## src/logic/ssic_pkg.sv

```systemverilog
package ssic_pkg;

    // ------------------------------------------------------------------
    // register offsets (byte addresses)
    // ------------------------------------------------------------------
    localparam logic [3:0] SSIC_OFS_MODE = 4'h0;
    localparam logic [3:0] SSIC_OFS_CTRL = 4'h4;

    // ------------------------------------------------------------------
    // input mode field positions
    // ------------------------------------------------------------------
    localparam int SSIC_MODE_SLICE_HI  = 7;
    localparam int SSIC_MODE_SLICE_LO  = 6;
    localparam int SSIC_MODE_CMPSEL    = 5;
    localparam int SSIC_MODE_POLARITY  = 4;
    localparam int SSIC_MODE_VSRC      = 3;
    localparam int SSIC_MODE_LOWPASS   = 2;
    localparam int SSIC_MODE_RSVD      = 1;
    localparam int SSIC_MODE_RATIO     = 0;

    // ------------------------------------------------------------------
    // control field positions
    // ------------------------------------------------------------------
    localparam int SSIC_CTRL_IRQ_EN    = 7;
    localparam int SSIC_CTRL_IRQ_FLAG  = 6;
    localparam int SSIC_CTRL_VCK_SEL   = 5;
    localparam int SSIC_CTRL_VCMP_EN   = 4;
    localparam int SSIC_CTRL_CSCK_SEL  = 3;
    localparam int SSIC_CTRL_HLK_FORCE = 2;
    localparam int SSIC_CTRL_HLK_VBLK  = 1;
    localparam int SSIC_CTRL_FIELD     = 0;

    // ------------------------------------------------------------------
    // reset values and encodings
    // ------------------------------------------------------------------
    localparam logic [7:0] SSIC_MODE_RST = 8'h00;
    localparam logic [7:0] SSIC_CTRL_RST = 8'h00;
    localparam logic [7:0] SSIC_MODE_WMASK = 8'hFD;
    localparam logic [1:0] SSIC_SLICE_10IRE = 2'h0;
    localparam logic [1:0] SSIC_SLICE_05IRE = 2'h1;
    localparam logic [1:0] SSIC_SLICE_15IRE = 2'h2;
    localparam logic [1:0] SSIC_SLICE_20IRE = 2'h3;
    localparam logic [9:0] SSIC_RATIO_576 = 10'd576;
    localparam logic [9:0] SSIC_RATIO_448 = 10'd448;

    typedef enum logic [1:0] {
        SSIC_LVL_10,
        SSIC_LVL_5,
        SSIC_LVL_15,
        SSIC_LVL_20
    } ssic_slice_t;

    // steering outputs to the analog/digital separator
    typedef struct packed {
        ssic_slice_t slice_level;
        logic        use_schmitt;
        logic        sync_polarity;
        logic        vsrc_csync;
        logic        lowpass_on;
        logic [9:0]  ref_ratio;
        logic        vck_complement;
        logic        vcmp_enable;
        logic        csync_ref_clock;
        logic        half_line_killer;
    } ssic_steer_t;

    // separator events into the block
    typedef struct packed {
        logic ext_vertical_pulse;
        logic field_window;
        logic csync;
        logic separated_hpulse;
        logic fc_hpulse;
        logic comp_hpulse;
        logic complement_insert;
        logic vblank;
    } ssic_event_t;

endpackage : ssic_pkg

```

## src/logic/ssic_top.sv

```systemverilog
`timescale 1ns/1ns
`default_nettype none

module ssic_top
    import ssic_pkg::*;
(
    // clock and reset
    input  wire logic        clk_i,
    input  wire logic        rst_i,
    // wishbone slave
    input  wire logic        wb_cyc_i,
    input  wire logic        wb_stb_i,
    input  wire logic        wb_we_i,
    input  wire logic [3:0]  wb_adr_i,
    input  wire logic [3:0]  wb_sel_i,
    input  wire logic [31:0] wb_dat_i,
    output logic      [31:0] wb_dat_o,
    output logic             wb_ack_o,
    output logic             wb_err_o,
    // power state
    input  wire logic        low_power_i,
    // separator events and combined sync pin
    input  wire ssic_event_t evt_i,
    input  wire logic        csync_pin_i,
    output logic             csync_pin_o,
    output logic             csync_pin_oe_o,
    // steering and derived signals
    output ssic_steer_t      steer_o,
    output logic             hsource_o,
    output logic             vsource_o,
    output logic             vcount_in_o,
    output logic             vcount_clk_o,
    output logic             ext_vertical_irq_o
);

    // ------------------------------------------------------------------
    // bus decode
    // ------------------------------------------------------------------
    function automatic logic hit(input logic [3:0] adr,
                                 input logic [3:0] ofs);
        hit = (adr[3:2] == ofs[3:2]);
    endfunction : hit

    logic req;
    logic wr;
    logic rd;
    logic sel_mode;
    logic sel_ctrl;
    logic mapped;

    assign req      = wb_cyc_i & wb_stb_i & ~wb_ack_o & ~wb_err_o;
    assign sel_mode = hit(wb_adr_i, SSIC_OFS_MODE);
    assign sel_ctrl = hit(wb_adr_i, SSIC_OFS_CTRL);
    assign mapped   = sel_mode | sel_ctrl;
    assign wr       = req & mapped & wb_we_i & wb_sel_i[0];
    assign rd       = req & mapped & ~wb_we_i;

    // ------------------------------------------------------------------
    // registers
    // ------------------------------------------------------------------
    logic [7:0]  mode_ff;
    logic [7:0]  nxt_mode;
    logic [7:0]  ctrl_ff;
    logic [7:0]  nxt_ctrl;
    logic        flag_seen_ff;
    logic        nxt_flag_seen;
    logic        vpulse_ff;
    logic        nxt_vpulse;
    logic [1:0]  ins_cnt_ff;
    logic [1:0]  nxt_ins_cnt;
    logic        ack_ff;
    logic        nxt_ack;
    logic        err_ff;
    logic        nxt_err;
    logic [31:0] rdat_ff;
    logic [31:0] nxt_rdat;
    logic        vrise;
    logic        hlk_force;

    assign vrise = evt_i.ext_vertical_pulse & ~vpulse_ff;
    assign hlk_force = (ctrl_ff[SSIC_CTRL_HLK_FORCE]
                        & (ins_cnt_ff == 2'd3))
                     | (ctrl_ff[SSIC_CTRL_HLK_VBLK] & evt_i.vblank);

    always_comb begin
        nxt_mode      = mode_ff;
        nxt_ctrl      = ctrl_ff;
        nxt_flag_seen = flag_seen_ff;
        nxt_vpulse    = evt_i.ext_vertical_pulse;
        nxt_ins_cnt   = ins_cnt_ff;
        nxt_ack       = 1'b0;
        nxt_err       = 1'b0;
        nxt_rdat      = rdat_ff;
        if (req) begin
            nxt_ack = mapped;
            nxt_err = ~mapped;
        end
        // successive complement insert counter, reset by a real pulse
        if (evt_i.separated_hpulse) begin
            nxt_ins_cnt = 2'd0;
        end else if (evt_i.complement_insert && ins_cnt_ff != 2'd3) begin
            nxt_ins_cnt = ins_cnt_ff + 2'd1;
        end
        if (rd) begin
            nxt_rdat = {24'h00_0000, sel_mode ? mode_ff : ctrl_ff};
            if (sel_ctrl && ctrl_ff[SSIC_CTRL_IRQ_FLAG]) begin
                nxt_flag_seen = 1'b1;
            end
        end
        if (wr && sel_mode) begin
            nxt_mode = wb_dat_i[7:0] & SSIC_MODE_WMASK;
        end
        if (wr && sel_ctrl) begin
            nxt_ctrl[7:1] = wb_dat_i[7:1];
            // flag only clears after it was read as one; one is ignored
            nxt_ctrl[SSIC_CTRL_IRQ_FLAG] = ctrl_ff[SSIC_CTRL_IRQ_FLAG]
                & ~(flag_seen_ff & ~wb_dat_i[SSIC_CTRL_IRQ_FLAG]);
            if (flag_seen_ff && !wb_dat_i[SSIC_CTRL_IRQ_FLAG]) begin
                nxt_flag_seen = 1'b0;
            end
        end
        if (vrise) begin
            nxt_ctrl[SSIC_CTRL_IRQ_FLAG] = 1'b1;
            nxt_ctrl[SSIC_CTRL_FIELD]    = evt_i.field_window;
        end
        if (low_power_i) begin
            nxt_mode = SSIC_MODE_RST
                     | (mode_ff & (8'h01 << SSIC_MODE_CMPSEL));
            nxt_ctrl      = SSIC_CTRL_RST;
            nxt_flag_seen = 1'b0;
            nxt_ins_cnt   = 2'd0;
        end
    end

    always_ff @(posedge clk_i) begin
        if (rst_i) begin
            mode_ff      <= SSIC_MODE_RST;
            ctrl_ff      <= SSIC_CTRL_RST;
            flag_seen_ff <= 1'b0;
            vpulse_ff    <= 1'b0;
            ins_cnt_ff   <= 2'd0;
            ack_ff       <= 1'b0;
            err_ff       <= 1'b0;
            rdat_ff      <= 32'h0000_0000;
        end else begin
            mode_ff      <= nxt_mode;
            ctrl_ff      <= nxt_ctrl;
            flag_seen_ff <= nxt_flag_seen;
            vpulse_ff    <= nxt_vpulse;
            ins_cnt_ff   <= nxt_ins_cnt;
            ack_ff       <= nxt_ack;
            err_ff       <= nxt_err;
            rdat_ff      <= nxt_rdat;
        end
    end

    assign wb_ack_o = ack_ff;
    assign wb_err_o = err_ff;
    assign wb_dat_o = rdat_ff;

    // ------------------------------------------------------------------
    // steering
    // ------------------------------------------------------------------
    logic pin_out;

    always_comb begin
        steer_o.slice_level =
            ssic_slice_t'(mode_ff[SSIC_MODE_SLICE_HI:SSIC_MODE_SLICE_LO]);
        steer_o.use_schmitt     = mode_ff[SSIC_MODE_CMPSEL];
        steer_o.sync_polarity   = mode_ff[SSIC_MODE_POLARITY];
        steer_o.vsrc_csync      = mode_ff[SSIC_MODE_VSRC];
        steer_o.lowpass_on      = mode_ff[SSIC_MODE_LOWPASS];
        steer_o.ref_ratio       = mode_ff[SSIC_MODE_RATIO]
                                ? SSIC_RATIO_448 : SSIC_RATIO_576;
        steer_o.vck_complement  = ctrl_ff[SSIC_CTRL_VCK_SEL];
        steer_o.vcmp_enable     = ctrl_ff[SSIC_CTRL_VCMP_EN];
        steer_o.csync_ref_clock = ctrl_ff[SSIC_CTRL_CSCK_SEL];
        steer_o.half_line_killer = hlk_force;
    end

    // polarity flips the pin input; comparator path drives the pin
    assign pin_out   = evt_i.csync;
    assign hsource_o = mode_ff[SSIC_MODE_CMPSEL]
                     ? (csync_pin_i ^ mode_ff[SSIC_MODE_POLARITY])
                     : evt_i.csync;
    assign vsource_o = mode_ff[SSIC_MODE_VSRC] ? hsource_o
                     : evt_i.ext_vertical_pulse;
    assign vcount_in_o = mode_ff[SSIC_MODE_LOWPASS]
                       ? (vsource_o | evt_i.separated_hpulse)
                       : vsource_o;
    assign vcount_clk_o = ctrl_ff[SSIC_CTRL_VCK_SEL]
                        ? evt_i.comp_hpulse : evt_i.fc_hpulse;

    assign csync_pin_o    = pin_out;
    assign csync_pin_oe_o = ~rst_i & ~low_power_i
                          & ~mode_ff[SSIC_MODE_CMPSEL];

    assign ext_vertical_irq_o = ctrl_ff[SSIC_CTRL_IRQ_EN]
                              & ctrl_ff[SSIC_CTRL_IRQ_FLAG];

endmodule : ssic_top

`default_nettype wire

```

## config.mk

```make
export PLATFORM = sky130hd
export DESIGN_NAME = ssic_top
export DESIGN_NICKNAME = d
export VERILOG_FILES = /design/src/logic/ssic_pkg.sv /design/src/logic/ssic_top.sv
export SDC_FILE = /design/constraint.sdc
export NUM_CORES = 1
export LEC_CHECK = 0
export ABC_AREA = 1
export ABC_CLOCK_PERIOD_IN_PS = 1700
export BUFFER_PORTS_ARGS = -buffer_cell sky130_fd_sc_hd__buf_2
export CAP_MARGIN = 5
export CORE_ASPECT_RATIO = 1.25
export CORE_MARGIN = 2
export CORE_UTILIZATION = 44
export DETAILED_ROUTE_END_ITERATION = 7
export PLACE_DENSITY = 0.83
export SETUP_SLACK_MARGIN = 0.02
export SLEW_MARGIN = 10
export SYNTH_ARGS = -nofsm -noshare
export SYNTH_HDL_FRONTEND = slang
export SYNTH_SLANG_ARGS = --single-unit
```

## constraint.sdc

```tcl
create_clock -name clk_i -period 1.7 [get_ports clk_i]
set_input_delay 0.34 -clock clk_i [delete_from_list [all_inputs] [get_ports clk_i]]
set_output_delay 0.34 -clock clk_i [all_outputs]
set_load 0.02 [all_outputs]
```

After elaboration in Yosys (flattened, before gate mapping)
Index checks and enable logic that the tools add are counted.
Storage, ports and cells
  register bits after elaboration: 29
  latch bits: 0
  memory bits (writable): 0
  bits in read-only memories: 0
  input port bits: 55
  output and inout bits: 61
  logic and storage cells: 69
  memories kept: 0
Cells by class
  add/subtract/negate cells: 1
  multipliers: 0
  div/mod/pow operators: 0
  order comparisons: 0
  equality and inequality tests: 3
  shifts and indexed selects: 0
  multiplexer cells: 12
  bitwise operators: 30
  reductions and logical operators: 12
Operators with widths (count)
  1-bit AND: 15
  1-bit NOT: 11
  10-bit two-way mux: 1
  1-bit two-way mux: 9
  8-bit two-way mux: 1
  6-bit two-way mux: 1
  1-bit logical AND: 5
  2-bit OR reduction: 2
  1-bit bitwise OR: 3
  3-bit OR reduction: 1
  2-bit by 1-bit adder with 2-bit output (second input constant): 1
  2-bit by 1-bit == test with 1-bit output (second input constant): 1
  2-bit == test (second input constant): 1
  2-bit logical NOT: 1
  2-bit != test (second input constant): 1
  2-bit AND reduction: 1
  2-bit nonzero test: 1
  1-bit logical NOT: 1
  1-bit bitwise XOR: 1

Depth between registers and ports, before layout
Gate-level depths: netlist of run 1.
  depth after elaboration: 9
  mapped depth: 9
  depth with buffers taken out: 8

Worst setup path before layout of run 1
Ideal clock, no wire load.
  kind: register -> output
  from: reg mode_ff[4]
  to: out vcount_in_o
  arrival: 1457 ps
  required time: 1360 ps
  setup slack: -97 ps
  cell stages (with the launch flop): 5
  buffers on the path: 0
  cells stage by stage: dfxtp_1 -> xnor2_1 -> o21ai_0 -> nand2_1 -> nand3_1
On the way
  longest elaborated chain between the ends: 5
Ends and longest elaborated chain
  from (decl): line ssic_top.sv:61  | logic [7:0] mode_ff;
  from (signal assigned): line ssic_top.sv:146  | mode_ff <= nxt_mode;
  1-bit bitwise XOR *: line ssic_top.sv:184  | ? (csync_pin_i ^ mode_ff[SSIC_MODE_POLARITY])
  1-bit two-way mux *: line ssic_top.sv:184
  net hsource_o: line ssic_top.sv:29  | output logic hsource_o,
  1-bit two-way mux *: line ssic_top.sv:186  | assign vsource_o = mode_ff[SSIC_MODE_VSRC] ? hsource_o
  1-bit bitwise OR: line ssic_top.sv:189  | ? (vsource_o | evt_i.separated_hpulse)
  1-bit two-way mux *: line ssic_top.sv:189
  to (decl): line ssic_top.sv:31  | output logic vcount_in_o,
Mark *: on every way through the listed nets, which the timed path passes. The rest lies on a longest branch.

Final worst setup path of run 1
  from: reg mode_ff[4]
  to: out vcount_in_o
On the way
  longest elaborated chain between the ends: 5
Ends and longest elaborated chain (line)
  1-bit bitwise XOR *: ssic_top.sv:184
  1-bit two-way mux *: ssic_top.sv:184
  1-bit two-way mux *: ssic_top.sv:186
  1-bit bitwise OR: ssic_top.sv:189
  1-bit two-way mux *: ssic_top.sv:189
Every way passes the cells marked *; elsewhere a longest branch is shown, timed or not.

==> metrics.md, run 1 <==
| Metric | Value |
|---|---|
| Post-Layout Inst Area | `1860 sq um` |
| Placed cell count | `315` |
| CTS tree | `built` |
| Yosys synthesis warning count | `0` |
| Post-synth EDFFs | `0` |
| # fillers | `374` |
| Clk sink count | `29` |
| Max VDD drop | `0.000485 V` |
| Total negative setup slack | `0 ns` |
| Commonest cells in the netlist | `46 x nand2_1, 38 x buf_4, 37 x nor2_1, 29 x dfxtp_1, 21 x inv_1` |
| DRC errors left | `8` |
| RSZ-0062 raised after global routing | `false` |
| First-pass GRT wire length | `5700 um` |
| Rows | `24` |
| Main flop type after synthesis | `dfxtp_1` |
| Starting DRC count in detailed routing | `42` |
| Clock Skews | `0.00449 ns` |
| Worst-Skew Late Latency | `0.28 ns` |
| DRT antenna net count | `0` |
| Initial core utilization | `0.465` |
| Num CTS Buffers | `5` |
| Share of cells above drive strength 1 | `0.276` |
| Max Cap Viol | `0` |
| Endpoints failing setup | `0` |
| Seq/Total Area, Yosys | `0.352` |
| Crit. End Element | `output port` |
| FF+latch area | `582 sq um` |
| Total grt overflow | `0` |
| Root Driver | `clkbuf_8` |
| Most frequent cell after synthesis | `nand2_1` |
| Placed Area | `1770 sq um` |
| Hold buffers post-CTS | `0` |
| Vias | `1482` |
| Avg Cell Area, Syn | `7.13 sq um` |
| Drt first pass iters | `6` |
| Maximum root-to-sink buffer count | `2` |
| Pre-CTS WS | `0.316 ns` |
| Post-synth ARST share | `0` |
| Initial antenna violation count | `0` |
| Ports | `116` |
| Post-route core utilization | `0.525` |
| Hold WC Path Type | `primary input to flop` |
| Critical Path Start Type | `flop` |
| N_diodes | `0` |
| Final Critical Period | `1.54 ns` |
| Clock transition at path regs | `0.06 ns` |
| Die height | `72.4 um` |
| Routed wire length | `3400 um` |
| Final Cycle Share | `0.904` |
| Fin. max-slew vios | `0` |
| Area leader, netlist | `dfxtp_1` |
| Via density per instance | `4.60` |
| Max H-tree Level | `2` |
| Final HPWL DP | `2640 um` |
| Max FO, Critical Path | `4` |
| CP required | `1.36 ns` |
| Fmax achieved | `0.651 GHz` |
| Post-Synthesis Cell Area | `1650 sq um` |
| Area contributors post-synth | `dfxtp_1 35%, buf_4 17%, nand2_1 10%, nor2_1 8.4%, o21ai_0 5.5%` |
| Area growth from synthesis to layout | `13.0%` |
| Final Non-Filler Cells | `322` |
| Post-CTS Setup Inserts | `0` |
| Total Routing Usage GR | `0.176` |
| Cell count after synthesis | `231` |
| Arrival time of the worst setup path | `1.20 ns` |
| Hold Fails Final Rpt | `0` |
| Largest net degree at the start of global routing | `20` |
| Worst Setup Path Type | `flop to output port` |
| Leak | `1.02 nW` |
| Pwr/cell area | `791 nW/um^2` |
| IO Port Bufs | `55` |
| Routed length per instance | `10.6 um` |
| Area of the multi-input gates | `764 sq um` |
| Count of unique library cells instantiated by Yosys | `25` |
| Status | `finished, violations left` |
| Violated checks | `design-rule violations` |
| Synth Register Bits | `29` |
| Die area | `4250 sq um` |
| Fin nets | `339` |
| PostCTS Resize Cnt | `0` |
| Core Region | `3540 sq um` |
| Vias in the first global route | `1349` |
| Die span in x | `58.7 um` |
| Synth top area share | `0.352` |
| Setup WS post-layout | `0.163 ns` |
| GPL Wtd Cong | `0.808` |
## worst max-delay path, cell delays in order, from the launching register on
cell and delay [ns]:
dfxtp_1 0.39, xnor2_1 0.10, o21ai_2 0.13, nand2_1 0.08, nand3_1 0.06, buf_2 0.16
## cell usage in the layout (no fill, tap or decap)
master | synthesis | routed
a21oi_1 | 8 | 8
buf_2 | 0 | 55
buf_4 | 38 | 3
clkbuf_1 | 0 | 1
clkbuf_8 | 1 | 6
conb_1 | 2 | 31
dfxtp_1 | 29 | 28
dfxtp_2 | 0 | 1
ha_1 | 1 | 1
inv_1 | 21 | 21
inv_2 | 1 | 1
nand2_1 | 46 | 46
nand2_2 | 1 | 1
nand2_4 | 1 | 1
nand3_1 | 11 | 11
nand3_2 | 1 | 1
nand3_4 | 1 | 1
nand4_1 | 1 | 1
nor2_1 | 37 | 37
nor2_2 | 1 | 1
nor2_4 | 3 | 3
nor3_1 | 1 | 1
o21ai_0 | 18 | 17
o21ai_2 | 1 | 2
or2_2 | 2 | 2
xnor2_1 | 1 | 1
xor2_1 | 1 | 1
## routing by layer
metal  vias to the layer above  wire length [um]  share of wire  GRT usage
li1                        744                 -              -          -
met3                         8               317          0.093     0.0660
met4                         0                73          0.021     0.0808
met1                       663              1360           0.40      0.196
met5                         -                 0              0          0
met2                        67              1650           0.48      0.294
## worst paths after layout
path	depth (start not counted)	end	slack, ns	startpoint
worst max-delay path	5	vcount_in_o	0.16	mode_ff[4]
worst min-delay path	3	ctrl_ff[1]	0.29	wb_dat_i[1]
worst max register to register	7	mode_ff[0]	0.45	wb_ack_o
worst min register to register	2	flag_seen_ff	0.45	flag_seen_ff
## metrics by stage
stage               power, W  hold slack [ns]
finish               0.00147            0.290
global route         0.00154            0.298
CTS                  0.00149            0.289
detailed placement  0.000923            0.444
global placement    0.000920            0.441
floorplan           0.000917            0.412
## power by group
| part | switching (W) | internal [W] | leakage, nW |
|---|---|---|---|
| Combinational | 0.000154 | 0.0000550 | 0.743 |
| Sequential | 0.00000731 | 0.000693 | 0.235 |
| Clock | 0.000243 | 0.000320 | 0.0443 |
## layout make-up
class                   instances  share of cell area
clock buffers                   7              0.0464
well taps                      39              0.0262
repair buffers                 58               0.160
inverters                      22              0.0444
multi-input cells             167               0.411
flip-flops and latches         29               0.312
## cells by family after synthesis
family / Yosys count / synth area share
flip-flops: 29 / 0.352
AND/OR/NAND/NOR: 106 / 0.289
XOR/XNOR: 2 / 0.0106
adder cells (fa/ha/maj): 1 / 0.00759
other: 2 / 0.00456
buffers and inverters: 64 / 0.252
AO/OA/AOI/OAI: 27 / 0.0843
## sequential cells by signal (all words and copies together), names as in the netlist
name / count
vpulse_ff: 1
mode_ff: 7
wb_err_o: 1
ins_cnt_ff: 2
ctrl_ff: 8
wb_dat_o: 8
wb_ack_o: 1
flag_seen_ff: 1
Note: power is estimated with default switching activity, not from simulation.
==> inputs of run 2 (changes only) <==
--- a/config.mk
+++ b/config.mk
@@ -5,7 +5,6 @@
 export SDC_FILE = /design/constraint.sdc
 export NUM_CORES = 1
 export LEC_CHECK = 0
-export ABC_AREA = 1
 export ABC_CLOCK_PERIOD_IN_PS = 1700
 export BUFFER_PORTS_ARGS = -buffer_cell sky130_fd_sc_hd__buf_2
 export CAP_MARGIN = 5
@@ -13,7 +12,7 @@
 export CORE_MARGIN = 2
 export CORE_UTILIZATION = 44
 export DETAILED_ROUTE_END_ITERATION = 7
-export PLACE_DENSITY = 0.83
+export PLACE_DENSITY = 0.84
 export SETUP_SLACK_MARGIN = 0.02
 export SLEW_MARGIN = 10
 export SYNTH_ARGS = -nofsm -noshare
==> metrics.md, run 2 <==
| Metric | Value |
|---|---|
| Cell count after synthesis | `192` |
| Reg2Reg Setup Slack | `0.27 ns` |
| Num CTS Buffers | `5` |
| Setup WS post-layout | `0.0785 ns` |
| First-pass GRT wire length | `6000 um` |
| End of the critical path | `vcount_in_o` |
| Leak | `0.807 nW` |
| Count of unique library cells instantiated by Yosys | `31` |
| Clock transition at path regs | `0.06 ns` |
| CTS tree | `built` |
| Yosys synthesis warning count | `0` |
| Max FO, Critical Path | `4` |
| Post-synth ARST share | `0` |
| FF+latch area | `583 sq um` |
| Initial antenna violation count | `0` |
| Clk sink count | `29` |
| Max VDD drop | `0.000590 V` |
| Most frequent cells in the layout | `55 x buf_2, 31 x conb_1, 27 x dfxtp_1, 22 x o21ai_0, 22 x a21oi_1` |
| Hold Fails Final Rpt | `0` |
| Seq/Total Area, Yosys | `0.363` |
| Maximum root-to-sink buffer count | `2` |
| Endpoints failing setup | `0` |
| Clock Skews | `0.00180 ns` |
| Status | `finished clean` |
| Final Critical Period | `1.62 ns` |
| Rows | `24` |
| Pre-CTS WS | `0.209 ns` |
| DRC errors left | `0` |
| Die span in x | `57.9 um` |
| Max Cap Viol | `0` |
| Die height | `71.4 um` |
| DRT antenna net count | `0` |
| Area of the multi-input gates | `808 sq um` |
| Final Non-Filler Cells | `282` |
| Critical Path Start Type | `flop` |
| GPL Wtd Cong | `0.867` |
| CP required | `1.36 ns` |
| Worst-Skew Late Latency | `0.28 ns` |
| Crit. End Element | `output port` |
| Initial core utilization | `0.459` |
| Fin nets | `298` |
| Ports | `116` |
| Final HPWL DP | `2920 um` |
| Post-synth EDFFs | `0` |
| Die area | `4130 sq um` |
| Most frequent cell after synthesis | `buf_4` |
| Arrival time of the worst setup path | `1.28 ns` |
| Commonest cells in the netlist | `37 x buf_4, 29 x dfxtp_1, 23 x a21oi_1, 22 x o21ai_0, 12 x nand3_1` |
| RSZ-0062 raised after global routing | `true` |
| Area leader, netlist | `dfxtp_1` |
| Critical Path Source | `mode_ff[4]` |
| Hold WC Path Type | `primary input to flop` |
| Final Cycle Share | `0.954` |
| Total negative setup slack | `0 ns` |
| Avg Cell Area, Syn | `8.32 sq um` |
| Worst r2r dst | `wb_dat_o[3]` |
| Synth top area share | `0.363` |
| Routed length per instance | `13.9 um` |
| Fin. max-slew vios | `0` |
| Fmax achieved | `0.617 GHz` |
| Pwr/cell area | `788 nW/um^2` |
| Post-Synthesis Cell Area | `1600 sq um` |
| Routed wire length | `3920 um` |
| R2R Path Start | `wb_err_o` |
| Synth Register Bits | `29` |
| N_diodes | `0` |
| Main flop type after synthesis | `dfxtp_1` |
| Core Region | `3480 sq um` |
| R2R depth | `3` |
| Share of cells above drive strength 1 | `0.317` |
| Worst Setup Path Type | `flop to output port` |
| Vias in the first global route | `1287` |
| Starting DRC count in detailed routing | `39` |
| Drt first pass iters | `4` |
| Placed cell count | `274` |
| Area growth from synthesis to layout | `15.9%` |
| Total grt overflow | `0` |
| # fillers | `353` |
| Commonest non-fill, non-tap cell in the layout | `buf_2` |
| Hold buffers post-CTS | `0` |
| IO Port Bufs | `55` |
| Largest net degree at the start of global routing | `22` |
| Total Routing Usage GR | `0.190` |
| Hold_sp | `evt_i[4]` |
| Area contributors post-synth | `dfxtp_1 36%, buf_4 17%, a21oi_1 7.2%, o21ai_0 6.9%, a311oi_1 3.8%` |
| Hold Slack | `0.260 ns` |
| Root Driver | `clkbuf_8` |
| Max H-tree Level | `2` |
| Vias | `1474` |
| Via density per instance | `5.23` |
[run 2: repair_timing]
| action | CTS | global route |
|---|---|---|
| resized for setup | 1 | 2 |
| setup buffers | 0 | 0 |
| setup endpoints to repair | 1 | 1 |
| pin swaps | 1 | 0 |
[run 2: layer usage]
metal  global-route usage  share of wire
met1                0.219           0.37
met2                0.316           0.51
met3               0.0505           0.10
met4                0.101          0.014
met5                    0              0
[run 2: power breakdown]
group          switching [W]  internal [W]  total (W)
combinational       0.000167     0.0000686   0.000236
sequential        0.00000679      0.000692   0.000698
clock               0.000235      0.000290   0.000525
[run 2: area by class of cell]
cell class,count,share of cell area
clock buffer,8,0.0432
inverter,1,0.00203
multi-input combinational,143,0.436
sequential,29,0.315
tap,39,0.0264
timing repair buffer,62,0.177
[run 2: critical path: stages, from the launching register on]
cell	delay, ns
dfxtp_2	0.36
xnor2_2	0.12
a21oi_2	0.09
a221o_1	0.28
buf_2	0.16
[run 2: cells by family after synthesis]
| kind of cell | synth area share |
|---|---|
| other cells | 0.00470 |
| simple gates | 0.187 |
| fa+ha+maj | 0.00783 |
| compound gates | 0.200 |
| xor+xnor | 0.0110 |
| flops | 0.363 |
| mux | 0.0196 |
| buf+inv | 0.206 |
[run 2: how the worst min path moves through the flow]
stage                          to  slack [ns]  cells past startpoint
floorplan               vpulse_ff        0.41                      1
global placement     flag_seen_ff        0.45                      2
detailed placement   flag_seen_ff        0.49                      2
CTS                 ins_cnt_ff[1]        0.26                      2
global route        ins_cnt_ff[0]        0.28                      2
finish              ins_cnt_ff[1]        0.26                      2
[run 2: per-stage QoR]
step | power, W | area, sq um | util
after global routing | 0.00151 | 1850 | 0.532
after global placement | 0.000940 | 1760 | 0.506
after CTS | 0.00147 | 1840 | 0.529
after detailed placement | 0.000944 | 1760 | 0.506
after floorplan | 0.000923 | 1710 | -
final | 0.00146 | 1850 | 0.532
